File: src/pkg/irpc_pkg.sv
package irpc_pkg;

   // register slots inside the bank
   localparam int          NUM_REGS     = 9;
   localparam logic [3:0]  SLOT_NONE    = 4'hf;
   localparam logic [3:0]  SLOT_PRT     = 4'h0;
   localparam logic [3:0]  SLOT_UART    = 4'h1;
   localparam logic [3:0]  SLOT_FDC_AUX = 4'h2;
   localparam logic [3:0]  SLOT_IR_DMA  = 4'h3;
   localparam logic [3:0]  SLOT_PIN_A   = 4'h4;
   localparam logic [3:0]  SLOT_PIN_B   = 4'h5;
   localparam logic [3:0]  SLOT_FLOPPY  = 4'h6;
   localparam logic [3:0]  SLOT_MISC    = 4'h7;
   localparam logic [3:0]  SLOT_SCI     = 4'h8;

   // index values, slot 8 first
   localparam logic [NUM_REGS-1:0][7:0] REG_INDEX = {
      8'h31, 8'h2e, 8'h2d, 8'h2c, 8'h2b, 8'h2a, 8'h29, 8'h28, 8'h27};
   // reset values with the plug and play default strap high / low
   localparam logic [NUM_REGS-1:0][7:0] RST_STRAP_ON = {
      8'h00, 8'h2e, 8'h00, 8'h10, 8'h00, 8'h00, 8'h62, 8'h43, 8'h05};
   localparam logic [NUM_REGS-1:0][7:0] RST_STRAP_OFF = {
      8'h00, 8'h2e, 8'h00, 8'h10, 8'h00, 8'h00, 8'h00, 8'h00, 8'h00};
   // writable bits; reserved bits hold zero
   localparam logic [NUM_REGS-1:0][7:0] WR_MASK = {
      8'hf4, 8'hff, 8'h3f, 8'hfc, 8'hff, 8'hff, 8'hff, 8'hff, 8'hef};

   // host port select
   localparam logic PORT_INDEX = 1'b0;
   localparam logic PORT_DATA  = 1'b1;

   // field positions
   localparam int HI_MSB     = 7;
   localparam int HI_LSB     = 4;
   localparam int LO_MSB     = 3;
   localparam int LO_LSB     = 0;
   localparam int ECP_MSB    = 7;
   localparam int ECP_LSB    = 5;
   localparam int PIN1_MSB   = 7;
   localparam int PIN1_LSB   = 6;
   localparam int PIN2_MSB   = 5;
   localparam int PIN2_LSB   = 4;
   localparam int PIN3_MSB   = 3;
   localparam int PIN3_LSB   = 2;
   localparam int PIN93_MSB  = 1;
   localparam int PIN93_LSB  = 0;
   localparam int PIN91_MSB  = 7;
   localparam int PIN91_LSB  = 5;
   localparam int CRC_BIT    = 4;
   localparam int BANK_BIT   = 3;
   localparam int CLK48_BIT  = 2;
   localparam int DRA_MSB    = 1;
   localparam int DRA_LSB    = 0;
   localparam int PCA_BIT    = 2;
   localparam int DRB_MSB    = 4;
   localparam int DRB_LSB    = 3;
   localparam int PCB_BIT    = 5;
   localparam int PNF_BIT    = 0;
   localparam int WIDE_N_BIT = 1;
   localparam int READ_DATA_INVERT_BIT  = 2;
   localparam int BURST_BIT  = 3;
   localparam int MODE_BIT   = 2;

   // routing codes
   localparam logic [3:0] SEL_NONE     = 4'h0;
   localparam logic [3:0] SEL_SMI_SLOT = 4'h2;
   localparam int         NUM_PINS     = 8;
   localparam int         NUM_SLOTS    = 16;
   localparam int         NUM_SRC      = 6;

   // sharing-mode low pulse
   localparam int SHARE_PULSE_NS  = 200;
   localparam int CLK_MHZ         = 125;
   localparam int SHARE_PULSE_CYC = (SHARE_PULSE_NS * CLK_MHZ + 999) / 1000;
   localparam logic [4:0] SHARE_CNT_LOAD = 5'(SHARE_PULSE_CYC);

   typedef enum logic [3:0] {
      PF_IRQ_G       = 4'h0,
      PF_RESERVED    = 4'h1,
      PF_DMA_REQ_D   = 4'h2,
      PF_IR_SEL2     = 4'h3,
      PF_PCI_CLK     = 4'h4,
      PF_CHIP_SELECT = 4'h5,
      PF_ADDR11      = 4'h6,
      PF_POWER_DOWN  = 4'h7,
      PF_DMA_ACK_D   = 4'h8,
      PF_IR_SEL1     = 4'h9,
      PF_IR_FAST_RX  = 4'ha,
      PF_IR_SEL0     = 4'hb,
      PF_AUX_IRQ_IN  = 4'hc,
      PF_PNF         = 4'hd,
      PF_IRQ_H       = 4'he,
      PF_SERIAL_IRQ  = 4'hf
   } irpc_pin_func_t;

   typedef enum logic [2:0] {
      RATE_NONE = 3'h0,
      RATE_125K = 3'h1,
      RATE_150K = 3'h2,
      RATE_250K = 3'h3,
      RATE_300K = 3'h4,
      RATE_500K = 3'h5,
      RATE_1M   = 3'h6,
      RATE_2M   = 3'h7
   } irpc_rate_t;

endpackage

File: src/design/irpc_regs.sv
`timescale 1ns/1ps
`default_nettype none
module irpc_regs
   import irpc_pkg::*;
(
   input  wire logic                 clk_in,
   input  wire logic                 rst_n_in,
   input  wire logic                 ext_mode_in,
   input  wire logic                 cfg_wr_in,
   input  wire logic                 cfg_rd_in,
   input  wire logic                 cfg_port_in,
   input  wire logic [7:0]           cfg_wdata_in,
   input  wire logic                 plugplay_default_select_in,
   input  wire logic                 parallel_irq_in,
   input  wire logic                 serial_a_irq_in,
   input  wire logic                 serial_b_irq_in,
   input  wire logic                 floppy_irq_in,
   input  wire logic                 aux_interrupt_input_in,
   input  wire logic                 sci_irq_in,
   input  wire logic [NUM_PINS-1:0]  share_mode_in,
   input  wire logic                 ir_sel0_mode_in,
   input  wire logic [1:0]           rate_select_in,
   input  wire logic                 fm_mode_in,
   output logic [7:0]                cfg_rdata_out,
   output logic [NUM_PINS-1:0]       irq_pin_out,
   output logic [NUM_PINS-1:0]       irq_pin_oe_n_out,
   output logic [NUM_SLOTS-1:0]      serirq_slot_req_out,
   output logic                      serial_interrupt_mode_out,
   output logic [2:0]                ecp_irq_code_out,
   output irpc_pin_func_t            pin1_function_out,
   output irpc_pin_func_t            pin2_function_out,
   output irpc_pin_func_t            pin3_function_out,
   output irpc_pin_func_t            pin93_function_out,
   output irpc_pin_func_t            pin91_function_out,
   output logic [3:0]                ir_tx_dma_select_out,
   output logic [3:0]                ir_rx_dma_select_out,
   output logic                      append_crc_enable_out,
   output logic                      serial_b_bank_enable_out,
   output logic                      input_clock_48m_out,
   output irpc_rate_t                drive_a_rate_out,
   output irpc_rate_t                drive_b_rate_out,
   output logic                      drive_a_precomp_en_out,
   output logic                      drive_b_precomp_en_out,
   output logic                      wide_decode_enable_out,
   output logic                      serial_b_ir_mode_out,
   output logic                      read_data_invert_out,
   output logic                      floppy_burst_disable_out,
   output logic                      printer_not_floppy_enable_out
);

   // index to bank slot, SLOT_NONE when unmapped
   function automatic logic [3:0] slot_of(input logic [7:0] idx);
      logic [3:0] s;
      s = SLOT_NONE;
      for (int i = 0; i < NUM_REGS; i++) begin
         if (REG_INDEX[i] == idx) begin
            s = 4'(i);
         end
      end
      return s;
   endfunction

   // drive rate from table bits, rate select and encoding
   function automatic irpc_rate_t rate_of(input logic [1:0] tbl,
                                          input logic [1:0] drate,
                                          input logic       fm);
      irpc_rate_t r;
      r = RATE_NONE;
      unique case (drate)
         2'h3: r = RATE_1M;
         2'h0: r = RATE_500K;
         2'h2: r = RATE_250K;
         2'h1: begin
            unique case (tbl)
               2'h0: r = RATE_300K;
               2'h1: r = RATE_500K;
               2'h2: r = RATE_2M;
               2'h3: r = RATE_NONE;
            endcase
         end
      endcase
      if (fm) begin
         unique case (r)
            RATE_500K: r = RATE_250K;
            RATE_300K: r = RATE_150K;
            RATE_250K: r = RATE_125K;
            default:   r = RATE_NONE;
         endcase
      end
      return r;
   endfunction

   // choice between IR select 0 and fast receive
   function automatic irpc_pin_func_t sel0_or_rx(input logic mode);
      return mode ? PF_IR_SEL0 : PF_IR_FAST_RX;
   endfunction

   logic [7:0]                index_r;
   logic [NUM_REGS-1:0][7:0]  cfg_r;
   logic                      strap_s1_r;
   logic                      strap_s2_r;
   logic                      strap_prev_r;
   logic                      aux_s1_r;
   logic                      aux_s2_r;
   logic [3:0]                wr_slot;
   logic [3:0]                rd_slot;
   logic                      data_wr;
   logic                      reload;
   logic                      serial_mode;
   logic [NUM_SRC-1:0]        src_req;
   logic [NUM_SRC-1:0][3:0]   src_sel;
   logic [NUM_PINS-1:0]       pin_req;
   logic [NUM_PINS-1:0]       pin_used;
   logic [NUM_PINS-1:0]       pin_req_prev_r;
   logic [NUM_SLOTS-1:0]      slot_nxt;

   // strap and aux pin come from outside, two flops before use
   always_ff @(posedge clk_in) begin
      strap_s1_r <= plugplay_default_select_in;
      strap_s2_r <= strap_s1_r;
      aux_s1_r   <= aux_interrupt_input_in;
      aux_s2_r   <= aux_s1_r;
   end

   // strap edge tracker; a complementary change reloads defaults
   always_ff @(posedge clk_in) begin
      strap_prev_r <= strap_s2_r;
   end
   assign reload = (strap_prev_r != strap_s2_r);

   // host access only in extended function mode
   assign data_wr = ext_mode_in && cfg_wr_in && (cfg_port_in == PORT_DATA);
   assign wr_slot = slot_of(index_r);
   assign rd_slot = wr_slot;

   // index port
   always_ff @(posedge clk_in) begin
      if (!rst_n_in) begin
         index_r <= 8'h00;
      end else if (ext_mode_in && cfg_wr_in &&
                   (cfg_port_in == PORT_INDEX)) begin
         index_r <= cfg_wdata_in;
      end
   end

   // register bank; strap picks the allocation defaults
   always_ff @(posedge clk_in) begin
      if (!rst_n_in || reload) begin
         cfg_r <= strap_s2_r ? RST_STRAP_ON : RST_STRAP_OFF;
      end else if (data_wr && (wr_slot != SLOT_NONE)) begin
         cfg_r[wr_slot] <= cfg_wdata_in & WR_MASK[wr_slot];
      end
   end

   // read data; unmapped index reads zero
   always_ff @(posedge clk_in) begin
      if (!rst_n_in) begin
         cfg_rdata_out <= 8'h00;
      end else if (ext_mode_in && cfg_rd_in) begin
         if (cfg_port_in == PORT_INDEX) begin
            cfg_rdata_out <= index_r;
         end else if (rd_slot == SLOT_NONE) begin
            cfg_rdata_out <= 8'h00;
         end else begin
            cfg_rdata_out <= cfg_r[rd_slot];
         end
      end
   end

   // interrupt sources and their routing fields
   assign serial_mode = cfg_r[SLOT_SCI][MODE_BIT];
   assign src_req = {sci_irq_in, aux_s2_r, floppy_irq_in,
                     serial_b_irq_in, serial_a_irq_in, parallel_irq_in};
   assign src_sel[0] = cfg_r[SLOT_PRT][LO_MSB:LO_LSB];
   assign src_sel[1] = cfg_r[SLOT_UART][HI_MSB:HI_LSB];
   assign src_sel[2] = cfg_r[SLOT_UART][LO_MSB:LO_LSB];
   assign src_sel[3] = cfg_r[SLOT_FDC_AUX][HI_MSB:HI_LSB];
   assign src_sel[4] = cfg_r[SLOT_FDC_AUX][LO_MSB:LO_LSB];
   assign src_sel[5] = cfg_r[SLOT_SCI][HI_MSB:HI_LSB];

   // per pin: which sources land here, codes 1..8 only
   always_comb begin
      pin_req  = '0;
      pin_used = '0;
      for (int p = 0; p < NUM_PINS; p++) begin
         for (int s = 0; s < NUM_SRC; s++) begin
            if (src_sel[s] == 4'(p + 1)) begin
               pin_used[p] = 1'b1;
               pin_req[p]  = pin_req[p] | src_req[s];
            end
         end
      end
   end

   // serial frame slots; 0 none, slot 2 left to SMI
   always_comb begin
      slot_nxt = '0;
      for (int s = 0; s < NUM_SRC; s++) begin
         if (src_sel[s] != SEL_NONE && src_sel[s] != SEL_SMI_SLOT) begin
            slot_nxt[src_sel[s]] = slot_nxt[src_sel[s]] | src_req[s];
         end
      end
   end

   always_ff @(posedge clk_in) begin
      if (!rst_n_in) begin
         serirq_slot_req_out <= '0;
      end else begin
         serirq_slot_req_out <= serial_mode ? slot_nxt : '0;
      end
   end

   always_ff @(posedge clk_in) begin
      if (!rst_n_in) begin
         pin_req_prev_r <= '0;
      end else begin
         pin_req_prev_r <= pin_req;
      end
   end

   // pin drivers; a sharing pin only pulls low for a fixed pulse
   genvar g;
   generate
      for (g = 0; g < NUM_PINS; g++) begin : g_pin
         logic [4:0] pulse_cnt_r;
         always_ff @(posedge clk_in) begin
            if (!rst_n_in || serial_mode || !share_mode_in[g]) begin
               pulse_cnt_r <= 5'h00;
            end else if (pin_req[g] && !pin_req_prev_r[g]) begin
               pulse_cnt_r <= SHARE_CNT_LOAD;
            end else if (pulse_cnt_r != 5'h00) begin
               pulse_cnt_r <= pulse_cnt_r - 5'h01;
            end
         end
         always_ff @(posedge clk_in) begin
            if (!rst_n_in || serial_mode) begin
               irq_pin_out[g]      <= 1'b0;
               irq_pin_oe_n_out[g] <= 1'b1;
            end else if (share_mode_in[g]) begin
               // request edge starts the pulse in the same cycle
               irq_pin_out[g]      <= 1'b0;
               irq_pin_oe_n_out[g] <= !((pin_req[g] && !pin_req_prev_r[g])
                                        || (pulse_cnt_r > 5'h01));
            end else begin
               irq_pin_out[g]      <= pin_req[g];
               irq_pin_oe_n_out[g] <= !pin_used[g];
            end
         end
      end
   endgenerate

   // shared pin functions
   always_ff @(posedge clk_in) begin
      if (!rst_n_in) begin
         pin1_function_out  <= PF_IRQ_G;
         pin2_function_out  <= PF_CHIP_SELECT;
         pin3_function_out  <= PF_POWER_DOWN;
         pin93_function_out <= PF_AUX_IRQ_IN;
         pin91_function_out <= PF_IRQ_H;
      end else begin
         if (serial_mode) begin
            pin1_function_out <= PF_PCI_CLK;
         end else begin
            unique case (cfg_r[SLOT_PIN_A][PIN1_MSB:PIN1_LSB])
               2'h0: pin1_function_out <= PF_IRQ_G;
               2'h1: pin1_function_out <= PF_RESERVED;
               2'h2: pin1_function_out <= PF_DMA_REQ_D;
               2'h3: pin1_function_out <= PF_IR_SEL2;
            endcase
         end
         unique case (cfg_r[SLOT_PIN_A][PIN2_MSB:PIN2_LSB])
            2'h0:    pin2_function_out <= PF_CHIP_SELECT;
            2'h1:    pin2_function_out <= PF_ADDR11;
            default: pin2_function_out <= PF_RESERVED;
         endcase
         unique case (cfg_r[SLOT_PIN_A][PIN3_MSB:PIN3_LSB])
            2'h0: pin3_function_out <= PF_POWER_DOWN;
            2'h1: pin3_function_out <= PF_DMA_ACK_D;
            2'h2: pin3_function_out <= PF_IR_SEL1;
            2'h3: pin3_function_out <= sel0_or_rx(ir_sel0_mode_in);
         endcase
         if (cfg_r[SLOT_MISC][PNF_BIT]) begin
            pin93_function_out <= PF_PNF;
         end else begin
            unique case (cfg_r[SLOT_PIN_A][PIN93_MSB:PIN93_LSB])
               2'h0: pin93_function_out <= PF_AUX_IRQ_IN;
               2'h1: pin93_function_out <= PF_DMA_REQ_D;
               2'h2: pin93_function_out <= PF_IR_SEL2;
               2'h3: pin93_function_out <= sel0_or_rx(ir_sel0_mode_in);
            endcase
         end
         if (serial_mode) begin
            pin91_function_out <= PF_SERIAL_IRQ;
         end else begin
            unique case (cfg_r[SLOT_PIN_B][PIN91_MSB:PIN91_LSB])
               3'h0:    pin91_function_out <= PF_IRQ_H;
               3'h2:    pin91_function_out <= PF_IR_SEL2;
               3'h4:    pin91_function_out <= PF_DMA_ACK_D;
               default: pin91_function_out <= PF_RESERVED;
            endcase
         end
      end
   end

   // infrared, clock and decode options
   always_ff @(posedge clk_in) begin
      if (!rst_n_in) begin
         ir_tx_dma_select_out          <= 4'h0;
         ir_rx_dma_select_out          <= 4'h0;
         append_crc_enable_out         <= 1'b0;
         serial_b_bank_enable_out      <= 1'b0;
         input_clock_48m_out           <= 1'b0;
         wide_decode_enable_out        <= 1'b0;
         serial_b_ir_mode_out          <= 1'b0;
         read_data_invert_out          <= 1'b0;
         floppy_burst_disable_out      <= 1'b0;
         printer_not_floppy_enable_out <= 1'b0;
         serial_interrupt_mode_out     <= 1'b0;
         ecp_irq_code_out              <= 3'h0;
      end else begin
         ir_tx_dma_select_out  <= cfg_r[SLOT_IR_DMA][HI_MSB:HI_LSB];
         ir_rx_dma_select_out  <= cfg_r[SLOT_IR_DMA][LO_MSB:LO_LSB];
         append_crc_enable_out <= cfg_r[SLOT_PIN_B][CRC_BIT];
         serial_b_bank_enable_out <= cfg_r[SLOT_PIN_B][BANK_BIT];
         input_clock_48m_out   <= cfg_r[SLOT_PIN_B][CLK48_BIT];
         // decode bit is active low
         wide_decode_enable_out <= !cfg_r[SLOT_MISC][WIDE_N_BIT];
         serial_b_ir_mode_out   <= !cfg_r[SLOT_MISC][WIDE_N_BIT];
         read_data_invert_out   <= cfg_r[SLOT_MISC][READ_DATA_INVERT_BIT];
         floppy_burst_disable_out <= cfg_r[SLOT_MISC][BURST_BIT];
         printer_not_floppy_enable_out <= cfg_r[SLOT_MISC][PNF_BIT];
         serial_interrupt_mode_out <= serial_mode;
         ecp_irq_code_out <= cfg_r[SLOT_PRT][ECP_MSB:ECP_LSB];
      end
   end

   // floppy data rate and precompensation
   always_ff @(posedge clk_in) begin
      if (!rst_n_in) begin
         drive_a_rate_out       <= RATE_NONE;
         drive_b_rate_out       <= RATE_NONE;
         drive_a_precomp_en_out <= 1'b0;
         drive_b_precomp_en_out <= 1'b0;
      end else begin
         drive_a_rate_out <= rate_of(cfg_r[SLOT_FLOPPY][DRA_MSB:DRA_LSB],
                                     rate_select_in, fm_mode_in);
         drive_b_rate_out <= rate_of(cfg_r[SLOT_FLOPPY][DRB_MSB:DRB_LSB],
                                     rate_select_in, fm_mode_in);
         drive_a_precomp_en_out <= !cfg_r[SLOT_FLOPPY][PCA_BIT];
         drive_b_precomp_en_out <= !cfg_r[SLOT_FLOPPY][PCB_BIT];
      end
   end

endmodule
`default_nettype wire

File: config.mk
export PLATFORM = sky130hd
export DESIGN_NAME = irpc_regs
export DESIGN_NICKNAME = d
export VERILOG_FILES = /design/src/pkg/irpc_pkg.sv /design/src/design/irpc_regs.sv
export SDC_FILE = /design/constraint.sdc
export NUM_CORES = 1
export LEC_CHECK = 0
export BUFFER_PORTS_ARGS = -buffer_cell sky130_fd_sc_hd__buf_4
export CAP_MARGIN = 20
export CORE_UTILIZATION = 60
export DETAILED_ROUTE_END_ITERATION = 12
export GPL_ROUTABILITY_DRIVEN = 0
export PLACE_DENSITY = 0.81
export SETUP_SLACK_MARGIN = 0.4
export SLEW_MARGIN = 20
export SYNTH_ARGS = -nofsm -noshare
export SYNTH_HDL_FRONTEND = slang
export SYNTH_SLANG_ARGS = --single-unit
File: constraint.sdc
create_clock -name clk_in -period 6.45 [get_ports clk_in]
set_input_delay 1.29 -clock clk_in [delete_from_list [all_inputs] [get_ports clk_in]]
set_output_delay 1.29 -clock clk_in [all_outputs]
set_load 0.05 [all_outputs]
==> flow_metrics.tcl <==
set metrics [dict create \
    status "finished, final reports clean" \
    drive_gt1_share_pct 13.5 \
    root_buffer "clkbuf_16" \
    r2r_cells 14 \
    arrival_ns 6.13 \
    clock_sinks 217 \
    cap_viol_max_count 0 \
    rsz0062_at_grt "false" \
    floorplan.initialDensity_pct 61.3 \
    grt_pass1_vias 11226 \
    wl_mm 36.7 \
    drt_iter0_drc 1464 \
    yosysWarnings 0 \
    setup_viol 0 \
    r2r-end "g_pin[6].pulse_cnt_r[2]" \
    cp.required_ns 6.85 \
    dp_cells 1758 \
    fin_crit_sh_pct 88.8 \
    stdcell_count 1800 \
    total_power_w 0.00389 \
    hold_end "aux_s2_r" \
    postCtsHoldBufs 0 \
    die_w_um 146 \
    hold_class "register to register" \
    grt_pass1_wl_mm 57.9 \
    holdCritStartpoint "aux_s1_r" \
    r2r_slack_ns 0.72 \
    cts_tree "done" \
    vias_per_cell 6.66 \
    num_rows 52 \
    synth_async_sr_flop_share_pct 0 \
    seq_area_frac_synth_pct 40.8 \
    final.setup.tns_ns 0 \
    cp_max_fo 15 \
    synth_seq_cells 217 \
    r2r_start "cfg_r[1]" \
    holdPathStages 0 \
    cp-end-kind "register" \
    dr.pass1.iters 6 \
    diodes 0 \
    slew_headroom_pct 33.7 \
    cts_buffer_depth 3 \
    synth_edf_count 72 \
    tightest_slew_ns 0.982 \
    final_common_cell "nor2_1" \
    fp.dieH_um 146 \
    vias 11995 \
    grt_usage_pct 33.8 \
    syn_inst 1441 \
    synth_cell_types 97 \
    wl_per_cell_um 20.4 \
    finalClockSkew_ns 0.0299 \
    clkTransAtPathRegs_ns 0.08 \
    dominantRegCellSynth "dfxtp_1" \
    numPortBuffers 118 \
    crit_type "register to register" \
    area_delta_synth_final_pct 13.5 \
    num_io_pins 121 \
    p_per_area_nw_per_um2 276 \
    start_kind "register" \
    layout_common_cells "189 x nor2_1, 145 x dfxtp_1, 133 x nand2_1, 127 x buf_4, 118 x a21oi_1" \
    overflow 0 \
    ir_drop_mv 0.240 \
    leakage_nw 5.48 \
    post_cts_buffers 0 \
    antenna_found_initial 0 \
    fp.dieArea_um2 21300 \
    max_freq_mhz 175 \
    htree_levels 1 \
    cts_made_buffers 23 \
    fillers 1569 \
    grt_max_degree 57 \
    hpwl_mm 25.9 \
    finalHoldViolCount 0 \
    cts_resized 0 \
    final_antenna_net_count 0 \
    final.min_clock_period_ns 5.73 \
    syn_area_um2 12400 \
    avgSynthCellArea_um2 8.61 \
    slew_viol_final 0 \
    remaining_drc_errors 0 \
    design.core.area_um2 20200 \
    fin_nets 1570 \
    clock_latency_ns 0.54 \
]
==> how the worst max path moves through the flow <==
stage | start | end | slack [ns] | depth (start not counted)
finish | cfg_r[1] | g_pin[6].pulse_cnt_r[2] | 0.72 | 14
global route | cfg_r[13] | g_pin[6].pulse_cnt_r[2] | 0.48 | 14
CTS | cfg_r[12] | g_pin[6].pulse_cnt_r[2] | 0.86 | 14
detailed placement | parallel_irq_in | g_pin[6].pulse_cnt_r[4] | 0.61 | 14
global placement | parallel_irq_in | g_pin[6].pulse_cnt_r[4] | 0.80 | 14
floorplan | parallel_irq_in | g_pin[3].pulse_cnt_r[3] | 1.49 | 14
==> report_power, final <==
part / internal [W] / leakage, nW / switching (W)
Clock: 0.000723 / 0.361 / 0.000561
Sequential: 0.00153 / 1.96 / 0.000147
Combinational: 0.000323 / 3.15 / 0.000599
==> metal layers <==
layer | track usage, % | routed length, µm | vias up
met5 | 0 | 0 | -
met4 | 23.3 | 2870 | 0
met3 | 4.95 | 3390 | 221
met2 | 56.6 | 17000 | 785
met1 | 40.3 | 13400 | 5520
li1 | - | - | 5469
==> state kept, by name, indices dropped and copies added (netlist names), 8 cells and up <==
register / count
cfg_r: 72
cfg_rdata_out: 8
g_pin.pulse_cnt_r: 40
index_r: 8
irq_pin_oe_n_out: 8
irq_pin_out: 8
pin_req_prev_r: 8
serirq_slot_req_out: 16
==> cell usage after synthesis (8+ instances only) <==
library cell	number	area, µm²
a211oi_1	16	120
nand2b_1	14	87.6
inv_1	54	203
clkbuf_1	58	218
edfxtp_1	72	2160
nor3_1	66	330
and2_1	27	169
buf_2	9	45.0
nor2b_1	18	113
ha_1	24	300
o21ai_0	58	290
nor3b_1	9	67.6
nor4b_1	8	70.1
nor4_1	20	125
nand3_1	41	205
xnor2_1	15	131
o22a_1	8	70.1
a21oi_1	118	591
o221ai_1	17	149
and3_1	25	156
nand2_1	134	503
o21a_1	9	67.6
o31ai_1	14	105
nor2_1	189	709
o211ai_1	25	188
mux2i_1	50	500
a31oi_1	12	75.1
a32oi_1	8	70.1
or3_1	12	75.1
dfxtp_1	145	2900
==> critical path, stage by stage, from the launching register on <==
cell      delay [ns]
edfxtp_1        0.80
xnor2_1         0.14
and4_1          0.33
a21oi_1         0.41
o211ai_1        0.17
a211o_1         0.44
o31ai_2         0.46
nand2_1         0.42
o31ai_2         0.52
o21bai_1        0.16
a22oi_2         0.37
a31oi_1         0.26
a31oi_4         0.48
a211oi_2        0.21
nor4_1          0.43
==> stage by stage <==
stage               worst slack (ns)  utilization (%)  instance area [µm²]  hold WS [ns]
global route                   0.478             69.6                14100         0.338
detailed placement             0.605             65.9                13300         0.312
floorplan                       1.49                -                12400         0.310
global placement               0.797             65.9                13300         0.311
finish                         0.724             69.6                14100         0.306
CTS                            0.860             69.5                14100         0.313
==> final cells by class <==
class,instances,area [µm²],share of cell area [%]
inverters,55,206,1.47
clock inverters,8,62.6,0.444
well taps,270,338,2.40
multi-input cells,1089,6790,48.2
clock buffers,34,667,4.74
flip-flops and latches,217,5060,36.0
repair buffers,127,953,6.77
==> kinds of logic after synthesis <==
kind of cell               count (synthesis)  synth area share [%]
and+or+nand+nor                          610                  24.7
AOI/OAI and AO/OA                        381                  21.9
DFF                                      217                  40.8
buffers and inverters                    138                  4.63
muxes                                     51                  4.13
adders and majority gates                 24                  2.42
xor gates and xnor gates                  19                  1.34
other                                      1                0.0302
No activity file was read; power rests on OpenSTA's default activity.
